<file path="src/include/edsc_pkg.sv">
// constants for the external debug status and control block
// assumes one 250 MHz clock and a cold reset on rst
package edsc_pkg;
	localparam logic [11:0] OFS_STATUS_CTRL  = 12'h088;
	localparam logic [11:0] OFS_RESERVE_CTRL = 12'h090;
	localparam logic [11:0] OFS_CTX_SAMPLE   = 12'h0A8;
	// reserve control bits
	localparam int B_IMPRECISE = 4;
	localparam int B_CLR_PROG  = 3;
	localparam int B_CLR_ERR   = 2;
	// status and control bits
	localparam int B_RX_OCC    = 30;
	localparam int B_TX_OCC    = 29;
	localparam int B_INSTR_OVR   = 28;
	localparam int B_RX_OVR      = 27;
	localparam int B_TX_UND      = 26;
	localparam int B_PROG        = 25;
	localparam int B_INSTR_EMPTY = 24;
	localparam int B_MASK_HI     = 23;
	localparam int B_MASK_LO     = 22;
	localparam int B_TRAP        = 21;
	localparam int B_MEM_MODE    = 20;
	localparam int B_ONE_HI      = 18;
	localparam int B_ONE_LO      = 16;
	localparam int B_HYP_DIS     = 15;
	localparam int B_HALT_EN     = 14;
	localparam int B_EL_HI     = 9;
	localparam int B_EL_LO     = 8;
	localparam int B_ABORT     = 7;
	localparam int B_ERR       = 6;
	localparam int B_STAT_HI   = 5;
	localparam int B_CTX_WORLD = 31;
	localparam int B_CTX_EL2   = 30;
	// sticky flag indices
	localparam int F_RX_OVR    = 0;
	localparam int F_TX_UND    = 1;
	localparam int F_ERR       = 2;
	localparam int F_INSTR_OVR = 3;
	localparam int F_PROG = 4;
	localparam int N_FLAG = 5;
	// interrupt mask codes
	localparam logic [1:0] MASK_NONE = 2'h0;
	localparam logic [1:0] MASK_EL1  = 2'h1;
	localparam logic [1:0] MASK_RSVD = 2'h2;
	localparam logic [1:0] MASK_ALL  = 2'h3;
	// halt status codes
	localparam logic [5:0] ST_RUNNING  = 6'h02;
	localparam logic [5:0] ST_EXT_REQ  = 6'h13;
	localparam logic [5:0] ST_WATCHPT  = 6'h2B;
	localparam logic [1:0] EL_ZERO     = 2'h0;
	localparam logic [1:0] EL_HYP      = 2'h2;
	localparam logic [31:0] WORD_ZERO  = 32'h0000_0000;
endpackage

</file>
<file path="src/design/edsc_top.sv">
// external debug status and control registers of one processing element
// assumes a debugger port synchronous to clock and core status inputs
`timescale 1ns/1ps
`default_nettype none
module edsc_top
	import edsc_pkg::*;
#(
	parameter bit HAS_EL2       = 1'b1,
	parameter bit HAS_IMPRECISE = 1'b1
) (
	input  wire logic        clock,
	input  wire logic        rst,
	// debugger register port
	input  wire logic        reg_sel,
	input  wire logic        reg_write,
	input  wire logic [11:0] reg_addr,
	input  wire logic [31:0] reg_wdata,
	output logic      [31:0] reg_rdata,
	output logic             reg_rvalid,
	// core status
	input  wire logic        core_halted,
	input  wire logic        halt_entry,
	input  wire logic [5:0]  halt_cause,
	input  wire logic [1:0]  cur_level,
	input  wire logic        ext_debug_allowed,
	input  wire logic        ext_hyp_debug_allowed,
	input  wire logic        ext_halt_pending,
	input  wire logic        os_lock,
	input  wire logic        halt_allowed,
	input  wire logic        rx_channel_occupied,
	input  wire logic        tx_channel_occupied,
	input  wire logic        instr_xfer_empty,
	input  wire logic        rx_overrun_evt,
	input  wire logic        tx_underrun_evt,
	input  wire logic        instr_ovr_evt,
	input  wire logic        halted_exc_evt,
	input  wire logic        retire_evt,
	input  wire logic        async_abort_pend,
	input  wire logic        pcs_read_ok,
	input  wire logic        pcs_at_el2,
	input  wire logic        bp_wp_access,
	input  wire logic        halt_event,
	// controls to the core
	output logic             imprecise_entry_request,
	output logic             mask_el1_irq,
	output logic             mask_other_irq,
	output logic             sw_access_event,
	output logic             halt_event_ok,
	output logic             mem_access_mode
);
	logic        wr_status;
	logic        wr_reserve;
	logic        clr_prog;
	logic        clr_err;
	logic        req_imprecise;
	logic [N_FLAG-1:0] flag_set;
	logic [N_FLAG-1:0] flag_clr;
	logic [N_FLAG-1:0] flags;
	logic [31:0] ctx_word;
	logic [31:0] status_word;

	logic [1:0]  irq_mask_field_ff;
	logic        trap_bp_wp_access_ff;
	logic        mem_access_mode_ff;
	logic        halting_enable_ff;
	logic        hyp_halt_disabled_ff;
	logic [5:0]  halt_code_ff;
	logic [1:0]  nxt_irq_mask_field;
	logic        nxt_trap_bp_wp_access;
	logic        nxt_mem_access_mode;
	logic        nxt_halting_enable;
	logic        nxt_hyp_halt_disabled;
	logic [5:0]  nxt_halt_code;
	logic [31:0] rdata_ff;
	logic        rvalid_ff;
	logic [31:0] nxt_rdata;
	logic        nxt_rvalid;
	logic        imprecise_ff;
	logic        nxt_imprecise;
	logic [1:0]  mask_eff;

	// decode; clear bits act only as single-cycle pulses
	always_comb begin
		wr_status     = reg_sel & reg_write & (reg_addr == OFS_STATUS_CTRL);
		wr_reserve    = reg_sel & reg_write & (reg_addr == OFS_RESERVE_CTRL);
		clr_prog      = wr_reserve & reg_wdata[B_CLR_PROG];
		clr_err       = wr_reserve & reg_wdata[B_CLR_ERR];
		req_imprecise = wr_reserve & reg_wdata[B_IMPRECISE] & HAS_IMPRECISE
			& ext_debug_allowed & (~HAS_EL2 | ext_hyp_debug_allowed);
	end

	// debugger owns keeping an external halt request pending first
	always_comb begin
		nxt_imprecise = req_imprecise;
	end

	always_ff @(posedge clock) begin
		if (rst) begin
			imprecise_ff <= 1'b0;
		end else begin
			imprecise_ff <= nxt_imprecise;
		end
	end

	assign imprecise_entry_request = imprecise_ff;

	// sticky flags
	always_comb begin
		flag_set         = '0;
		flag_clr         = '0;
		flag_set[F_RX_OVR]    = rx_overrun_evt;
		flag_set[F_TX_UND]    = tx_underrun_evt;
		flag_set[F_INSTR_OVR] = instr_ovr_evt;
		flag_set[F_ERR]  = halted_exc_evt | rx_overrun_evt | tx_underrun_evt
			| instr_ovr_evt;
		flag_set[F_PROG] = retire_evt;
		flag_clr[F_RX_OVR]    = clr_err;
		flag_clr[F_TX_UND]    = clr_err;
		flag_clr[F_ERR]  = clr_err;
		flag_clr[F_INSTR_OVR] = (clr_err & core_halted) | halt_entry;
		flag_clr[F_PROG] = clr_prog;
	end

	edsc_sticky_flags #(
		.N(N_FLAG)
	) u_flags (
		.clock     (clock),
		.rst       (rst),
		.set_pulse (flag_set),
		.clr_pulse (flag_clr),
		.flag      (flags)
	);

	edsc_ctx_sample #(
		.HAS_EL2(HAS_EL2)
	) u_ctx (
		.clock       (clock),
		.rst         (rst),
		.pcs_read_ok (pcs_read_ok),
		.pcs_at_el2  (pcs_at_el2),
		.ctx_word    (ctx_word)
	);

	// control fields; rst is the cold reset, warm resets never reach here
	always_comb begin
		nxt_irq_mask_field    = irq_mask_field_ff;
		nxt_trap_bp_wp_access = trap_bp_wp_access_ff;
		nxt_mem_access_mode   = mem_access_mode_ff;
		nxt_halting_enable    = halting_enable_ff;
		nxt_hyp_halt_disabled = hyp_halt_disabled_ff;
		nxt_halt_code         = halt_code_ff;
		if (wr_status) begin
			nxt_irq_mask_field    = reg_wdata[B_MASK_HI:B_MASK_LO];
			nxt_trap_bp_wp_access = reg_wdata[B_TRAP];
			nxt_mem_access_mode   = reg_wdata[B_MEM_MODE];
			nxt_halting_enable    = reg_wdata[B_HALT_EN];
		end
		if (halt_entry) begin
			nxt_mem_access_mode = 1'b0;
			nxt_halt_code       = halt_cause;
			// hyp mode halts report zero, otherwise the inverted permission
			nxt_hyp_halt_disabled = (cur_level == EL_HYP) ? 1'b0
				: ~ext_hyp_debug_allowed;
		end else if (!core_halted) begin
			nxt_hyp_halt_disabled = ~ext_hyp_debug_allowed;
			nxt_halt_code         = ST_RUNNING;
		end
		if (!HAS_EL2) begin
			nxt_hyp_halt_disabled = 1'b0;
		end
	end

	always_ff @(posedge clock) begin
		if (rst) begin
			irq_mask_field_ff    <= MASK_NONE;
			trap_bp_wp_access_ff <= 1'b0;
			mem_access_mode_ff   <= 1'b0;
			halting_enable_ff    <= 1'b0;
			hyp_halt_disabled_ff <= 1'b0;
			halt_code_ff         <= ST_RUNNING;
		end else begin
			irq_mask_field_ff    <= nxt_irq_mask_field;
			trap_bp_wp_access_ff <= nxt_trap_bp_wp_access;
			mem_access_mode_ff   <= nxt_mem_access_mode;
			halting_enable_ff    <= nxt_halting_enable;
			hyp_halt_disabled_ff <= nxt_hyp_halt_disabled;
			halt_code_ff         <= nxt_halt_code;
		end
	end

	// reserved codes act as the full mask, the safer of the defined codes
	always_comb begin
		mask_eff = irq_mask_field_ff;
		if (irq_mask_field_ff == MASK_RSVD || (irq_mask_field_ff == MASK_EL1 && !HAS_EL2)) begin
			mask_eff = MASK_ALL;
		end
	end

	always_comb begin
		mask_el1_irq    = ext_debug_allowed & !core_halted & (mask_eff != MASK_NONE);
		mask_other_irq  = ext_debug_allowed & !core_halted & (mask_eff == MASK_ALL)
			& ext_hyp_debug_allowed;
		sw_access_event = bp_wp_access & trap_bp_wp_access_ff & !os_lock & halt_allowed;
		halt_event_ok   = halt_event & halting_enable_ff;
		mem_access_mode = mem_access_mode_ff & core_halted;
	end

	// status word as read by the debugger
	always_comb begin
		status_word                       = WORD_ZERO;
		status_word[B_RX_OCC]             = rx_channel_occupied;
		status_word[B_TX_OCC]             = tx_channel_occupied;
		status_word[B_INSTR_OVR]          = flags[F_INSTR_OVR];
		status_word[B_RX_OVR]             = flags[F_RX_OVR];
		status_word[B_TX_UND]             = flags[F_TX_UND];
		status_word[B_PROG]               = flags[F_PROG];
		status_word[B_INSTR_EMPTY]        = instr_xfer_empty;
		status_word[B_MASK_HI:B_MASK_LO]  = irq_mask_field_ff;
		status_word[B_TRAP]               = trap_bp_wp_access_ff;
		status_word[B_MEM_MODE]           = mem_access_mode_ff;
		status_word[B_ONE_HI]             = 1'b1;
		status_word[B_ONE_LO]             = 1'b1;
		status_word[B_HYP_DIS]            = hyp_halt_disabled_ff;
		status_word[B_HALT_EN]            = halting_enable_ff;
		status_word[B_EL_HI:B_EL_LO]      = core_halted ? cur_level : EL_ZERO;
		status_word[B_ABORT]              = core_halted & async_abort_pend;
		status_word[B_ERR]                = flags[F_ERR];
		status_word[B_STAT_HI:0]          = halt_code_ff;
	end

	// read path; reserve register is write-only and reads zero
	always_comb begin
		nxt_rvalid = reg_sel & ~reg_write;
		nxt_rdata  = WORD_ZERO;
		if (reg_sel && !reg_write) begin
			unique case (reg_addr)
				OFS_STATUS_CTRL: nxt_rdata = status_word;
				OFS_CTX_SAMPLE:  nxt_rdata = ctx_word;
				default:         nxt_rdata = WORD_ZERO;
			endcase
		end
	end

	always_ff @(posedge clock) begin
		if (rst) begin
			rdata_ff  <= WORD_ZERO;
			rvalid_ff <= 1'b0;
		end else begin
			rdata_ff  <= nxt_rdata;
			rvalid_ff <= nxt_rvalid;
		end
	end

	assign reg_rdata  = rdata_ff;
	assign reg_rvalid = rvalid_ff;
endmodule
`default_nettype wire

</file>
<file path="src/design/edsc_sticky_flags.sv">
// sticky flag bank: per bit set and clear pulses
// assumes set and clear arrive as single-cycle pulses
`timescale 1ns/1ps
`default_nettype none
module edsc_sticky_flags
	import edsc_pkg::*;
#(
	parameter int N = N_FLAG
) (
	input  wire logic         clock,
	input  wire logic         rst,
	input  wire logic [N-1:0] set_pulse,
	input  wire logic [N-1:0] clr_pulse,
	output logic      [N-1:0] flag
);
	logic [N-1:0] flag_ff;
	logic [N-1:0] nxt_flag;

	genvar gi;
	generate
		for (gi = 0; gi < N; gi++) begin : g_flag
			// set beats clear so an event in the clearing cycle survives
			always_comb begin
				nxt_flag[gi] = set_pulse[gi] | (flag_ff[gi] & ~clr_pulse[gi]);
			end
		end
	endgenerate

	always_ff @(posedge clock) begin
		if (rst) begin
			flag_ff <= '0;
		end else begin
			flag_ff <= nxt_flag;
		end
	end

	assign flag = flag_ff;
endmodule
`default_nettype wire

</file>
<file path="src/design/edsc_ctx_sample.sv">
// context sample register, loaded by good pc sample reads
// assumes the core gives the level-two context with the read strobe
`timescale 1ns/1ps
`default_nettype none
module edsc_ctx_sample
	import edsc_pkg::*;
#(
	parameter bit HAS_EL2 = 1'b1
) (
	input  wire logic        clock,
	input  wire logic        rst,
	input  wire logic        pcs_read_ok,
	input  wire logic        pcs_at_el2,
	output logic      [31:0] ctx_word
);
	logic el2_ff;
	logic nxt_el2;

	always_comb begin
		nxt_el2 = el2_ff;
		if (pcs_read_ok) begin
			nxt_el2 = pcs_at_el2 & HAS_EL2;
		end
	end

	always_ff @(posedge clock) begin
		if (rst) begin
			el2_ff <= 1'b0;
		end else begin
			el2_ff <= nxt_el2;
		end
	end

	always_comb begin
		ctx_word              = WORD_ZERO;
		ctx_word[B_CTX_WORLD] = 1'b1;
		ctx_word[B_CTX_EL2]   = el2_ff & HAS_EL2;
	end
endmodule
`default_nettype wire

</file>
<file path="config.mk">
export PLATFORM = sky130hd
export DESIGN_NAME = edsc_top
export DESIGN_NICKNAME = d
export VERILOG_FILES = /design/src/include/edsc_pkg.sv /design/src/design/edsc_top.sv /design/src/design/edsc_sticky_flags.sv /design/src/design/edsc_ctx_sample.sv
export SDC_FILE = /design/constraint.sdc
export NUM_CORES = 1
export LEC_CHECK = 0
export ABC_AREA = 1
export BUFFER_PORTS_ARGS = -buffer_cell sky130_fd_sc_hd__buf_2
export CAP_MARGIN = 30
export CORE_ASPECT_RATIO = 1.5
export CORE_UTILIZATION = 35
export CTS_CLUSTER_DIAMETER = 120
export DETAILED_ROUTE_END_ITERATION = 6
export PLACE_DENSITY = 0.69
export SLEW_MARGIN = 20
export SYNTH_ARGS = -nofsm -noshare
export SYNTH_HDL_FRONTEND = slang
export SYNTH_SLANG_ARGS = --single-unit
</file>
<file path="constraint.sdc">
create_clock -name clock -period 2.2 [get_ports clock]
set_input_delay 0.22 -clock clock [delete_from_list [all_inputs] [get_ports clock]]
set_output_delay 0.22 -clock clock [all_outputs]
set_load 0.01 [all_outputs]
</file>
* Word level (Yosys, flattened, before mapping)
Index checks and enable logic that the tools add are counted.
** Operators by class
- Eq/ne operators :: 7
- Multiplexer cells :: 8
- Bitwise operators :: 40
- Reductions and logical operators :: 7
** Operators by type and width (count)
- $pmux W32 S2 :: 1
- $eq A12 B8 Y1 const B :: 3
- $and A1 B1 Y1 :: 25
- $mux W6 :: 2
- $or A1 B1 Y1 :: 9
- $eq A2 B2 Y1 const B :: 3
- $not A1 Y1 :: 6
- $mux W2 :: 2
- $reduce_or A2 Y1 :: 2
- $logic_not A1 Y1 :: 3
- $mux W1 :: 3
- $ne A2 B1 Y1 const B :: 1
- $reduce_bool A2 Y1 :: 1
- $logic_and A1 B1 Y1 :: 1
** Storage, ports and cells
- Bits in registers :: 52
- Input port bits :: 76
- Word-level logic and storage cells :: 73

* Depth between registers and ports, before layout
- Depth after elaboration :: 8
- Depth in mapped cells :: 7
- Mapped depth without buffers :: 7

* Modules after synthesis
A second synthesis with hierarchy kept.
** Second synthesis, totals
- Cell total of the unflattened synthesis :: 310
- Area, all modules :: 2376.0 um^2
** By module, submodules not included
- edsc_top :: times used 1, cells each 244, area an instance 1901.8 um^2, sequential area each 920.9 um^2
- edsc_ctx_sample :: times used 1, cells each 41, area an instance 292.8 um^2, sequential area each 20.0 um^2
- edsc_sticky_flags :: times used 1, cells each 25, area an instance 181.4 um^2, sequential area each 100.1 um^2

* Worst setup path after synthesis
Ideal clock, no wire load.
- Kind :: input -> output
- Start :: input core_halted
- End :: output mask_other_irq
- Data arrival time :: 0.865 ns
- Setup slack :: 1.115 ns
- Cell stages on the path :: 2
- Path through :: clkbuf_1 nor4_1
** On the way
- Cells in the longest elaborated chain, start to end :: 4
** RTL lines
- from (decl) :: line edsc_top.sv:21 : input wire logic core_halted,
- $logic_not A1 Y1 :: line edsc_top.sv:201 : mask_other_irq = ext_debug_allowed & !core_halted & (mask_eff == MASK_ALL)
- $and A1 B1 Y1 (2 in a row) :: line edsc_top.sv:201
- $and A1 B1 Y1 :: line edsc_top.sv:202 : & ext_hyp_debug_allowed;
- to (decl) :: line edsc_top.sv:46 : output logic mask_other_irq,
No other way between the ends.

* Worst setup path in the final report
- Start :: register irq_mask_field_ff[1]
- End :: output mask_other_irq
** On the way
- Cells in the longest elaborated chain, start to end :: 5
** RTL lines
- from (decl) :: line edsc_top.sv:62 : logic [1:0] irq_mask_field_ff;
- from (signal assigned) :: line edsc_top.sv:182 : irq_mask_field_ff <= nxt_irq_mask_field;
- $eq A2 B2 Y1 :: line edsc_top.sv:194 : if (irq_mask_field_ff == MASK_RSVD || (irq_mask_field_ff == MASK_EL1 && !HAS_EL2)) begin
- $mux W2 (*) :: line edsc_top.sv:194
- $eq A2 B2 Y1 (*) :: line edsc_top.sv:201
- $and A1 B1 Y1 (*) :: line edsc_top.sv:201
- $and A1 B1 Y1 (*) :: line edsc_top.sv:202
Mark *: on every way between the ends. The rest lies on a longest branch, timed or not.

==> metrics.md <==
| Metric | Value |
|---|---|
| Outcome | finished clean |
| Pwr per Cell Area | 690.5 mW/mm2 |
| DR DRC count | 0 |
| Setup bufs post-CTS | 0 |
| XOR/XNOR Fraction of Synth Area | 0% |
| CTS Buf Count | 5 |
| R2r setup slk | between 1500 and 2000 ps |
| Reg-to-reg critical path endpoint | u_flags.flag[3]$_SDFF_PP0_ |
| Max Transition Viols Final | 0 |
| Min-Delay Path Class | input pin to flip-flop |
| CP delay by family, top | flip-flops |
| GRT Resource Usage Total | around 14% |
| Share of layout cells above drive strength 1 | 36.49% |
| Clock transition at the registers of the reported paths | around 80 ps |
| Initial Util | a little over a third |
| Max Fanout on Critical Path | 4 |
| # rows | 31 |
| ANT cells | 0 |
| Wirelength, routed | approximately 3.5 mm |
| P_leak | between 1 and 1.5 nW |
| Layout Nets | between 300 and 400 |
| Fin cells | about 360 |
| Crit path to | mask_other_irq |
| Compound-Gate Fraction of Synth Area | 5.564% |
| Syn Inst Count | approximately 210 |
| Ranking of synthesized cells by area | dfxtp_1 52%, inv_1 7.8%, nor2_1 7.8% |
| Mux cell area share after synthesis | 0% |
| Clock Sinks | between 40 and 50 |
| Die Width | between 50 and 60 um |
| Post-Synth Adder-Cell Area | 0% |
| M2 GR Usage | 25.23% |
| Vias per inst | ~4 |
| Clock latency on the worst-skew pair | 280 ps |
| Peak supply drop | 262.9 uV |
| Worst EP arrival | 1140 ps |
| Main combinational cell family by area after synthesis | simple AND/OR/NAND/NOR gates |
| Worst Setup End Kind | primary output |
| Synth unique cells | 28 |
| Dpl hpwl | 2.679 mm |
| Syn_area_per_cell | roughly 8.2 um2 |
| Largest net degree at the start of global routing | 20 |
| Die area | roughly 0.0052 mm2 |
| Clk buf depth | 2 |
| Cell Count Post-Placement | approximately 350 |
| Post_cts resized | 0 |
| Biggest area consumer among synthesized cells | dfxtp_1 |
| WS Path Type | flip-flop to primary output |
| Register area share after synthesis | about 52% |
| Worst Reg-to-Reg Cells | 4 |
| Clock tree from TritonCTS | yes |
| Number of cells on the critical path | 3 |
| Fin Clk Skew | between 4 and 5 ps |
| Critical Path RT | slightly below 2000 ps |
| CP startpoint | irq_mask_field_ff[1]$_SDFFE_PP0P_ |
| H-tree depth | 2 |
| Final Hold Viols | 0 |
| Routed Antenna Nets | 0 |
| Minimum clock period | ~1400 ps |
| Die Height | around 88 um |
| Routed vias | 1,471 |
| GR peak layer | met2 |
| DR iter-0 viols | 16 |
| WL/cell | ~9.6 um |
| CP max stage delay | 320 ps |
| Initial antenna violation count | 0 |
| Core Box Area | slightly below 0.005 mm2 |
| Number of global-route vias before repair | 1,310 |
| DR pass1 iterations | 5 |
| Placer Congestion | a little under 0.8 |
| Setup-failing EPs final | 0 |
| Total grt overflow | 0 |
| Yosys warning count | 0 |
| Buffers & Inverters on Critical Path | 2 |
| Simple-Gate Fraction of Synth Area | between 20 and 30% |
| Max-Cap Viols | 0 |
| Setup TNS | 0 ps |
| R2r startpoint | u_flags.flag[3]$_SDFF_PP0_ |
| Crit start category | flip-flop |
| First-pass GRT wire length | between 5 and 6 mm |
| I/O Buffers | 83 |
| Crit path cell chain | inv_1 -> nor4_1 -> buf_2 |
| Worst Hold Launch | reg_write |
| Met3 Usage GRT | around 3.4% |
| Fmax | between 700 and 800 MHz |
| Critical-path top delay cell | dfxtp_1 |
| Io pins | roughly 120 |
| Unrepaired setup endpoints after global routing | no |
| Layout Area Growth over Synthesis | 31.43% |
| Yosys top cell area share | 52.02% |
| Cts hold-fix bufs | 0 |
| Post-Synthesis Cell Area | 0.001732 mm2 |
| Seq cells post-synth | 45 |
| Met1 Use GR | 14.56% |
| Clk root buf | clkbuf_8 |
| Period Utilization, post-route | 61.64% |
| Total power | between 1.5 and 2 mW |
## layout by cell type (no fill, tap or decap), drive strengths merged, types with 3 or more instances in the layout
cell type / count
inv: 37
buf: 84
conb: 6
nand3: 9
nor2: 48
dfxtp: 45
o21ai: 3
clkbuf: 7
a21oi: 12
nand2: 33
## area by class of cell
type	instances	area [um2]
multi-input combinational	122	614.3
inverter	37	138.9
tap	66	82.58
timing repair buffer	84	422.9
clock buffer	7	86.33
clock inverter	1	30.03
fill	532	2534
sequential	45	900.9
## how the worst min path moves through the flow
| stage | slack (ps) | end | depth (start not counted) |
|---|---|---|---|
| detailed placement | 420 | reg_rvalid$_SDFF_PP0_ | 2 |
| global route | 110 | reg_rvalid$_SDFF_PP0_ | 2 |
| finish | 120 | reg_rvalid$_SDFF_PP0_ | 2 |
| floorplan | 300 | reg_rvalid$_SDFF_PP0_ | 1 |
| CTS | 110 | reg_rvalid$_SDFF_PP0_ | 2 |
| global placement | 410 | u_ctx.el2_ff$_SDFFE_PP0P_ | 2 |
## routing by layer
layer,vias to the layer above,wire (um)
met1,629,1437
li1,789,-
met3,4,141
met5,-,0
met2,49,1813
met4,0,70
## stage by stage
| step | hold slack [ps] | setup WS (ps) | cell area (um2) | utilization (%) |
|---|---|---|---|---|
| floorplan | 301.4 | 1115 | 1750 | - |
| global placement | 412.7 | 809.1 | 2160 | 44.90 |
| detailed placement | 417.4 | 797.7 | 2160 | 44.90 |
| CTS | 111.6 | 852.9 | 2276 | 47.32 |
| global route | 114.8 | 754.0 | 2276 | 47.32 |
| finish | 122.8 | 843.9 | 2276 | 47.32 |
## logic make-up after synthesis
logic type	count (synthesis)
DFF	45
AOI/OAI and AO/OA	18
and+or+nand+nor	98
buffers and inverters	49
other	1
## Yosys cell counts
library cell / n
buf_4: 7
o22ai_1: 1
conb_1: 1
nor2_4: 10
nor2_2: 2
nand2_1: 32
nand3b_1: 1
nor4_1: 2
o21ai_0: 3
nor3_1: 1
nor3_2: 1
buf_6: 1
nor2_1: 36
buf_12: 1
nand3_1: 7
clkbuf_1: 1
buf_1: 1
nand4_1: 2
nand3_2: 2
inv_1: 36
dfxtp_1: 45
inv_2: 1
a21oi_1: 12
a211oi_1: 1
o31ai_1: 1
and3_1: 1
buf_2: 1
nand2_2: 1
## state kept, by name, indices dropped and copies added, names as in the netlist, 2 cells and up
| register | cells |
|---|---|
| u_flags.flag | 5 |
| irq_mask_field_ff | 2 |
| reg_rdata | 25 |
| halt_code_ff | 6 |
## where the power goes
group          switching [mW]  total (mW)  internal (mW)
logic                  0.0620       0.111         0.0491
registers             0.00619       0.835          0.828
clock network           0.256       0.626          0.370
Note: power is estimated with default switching activity, not from simulation.
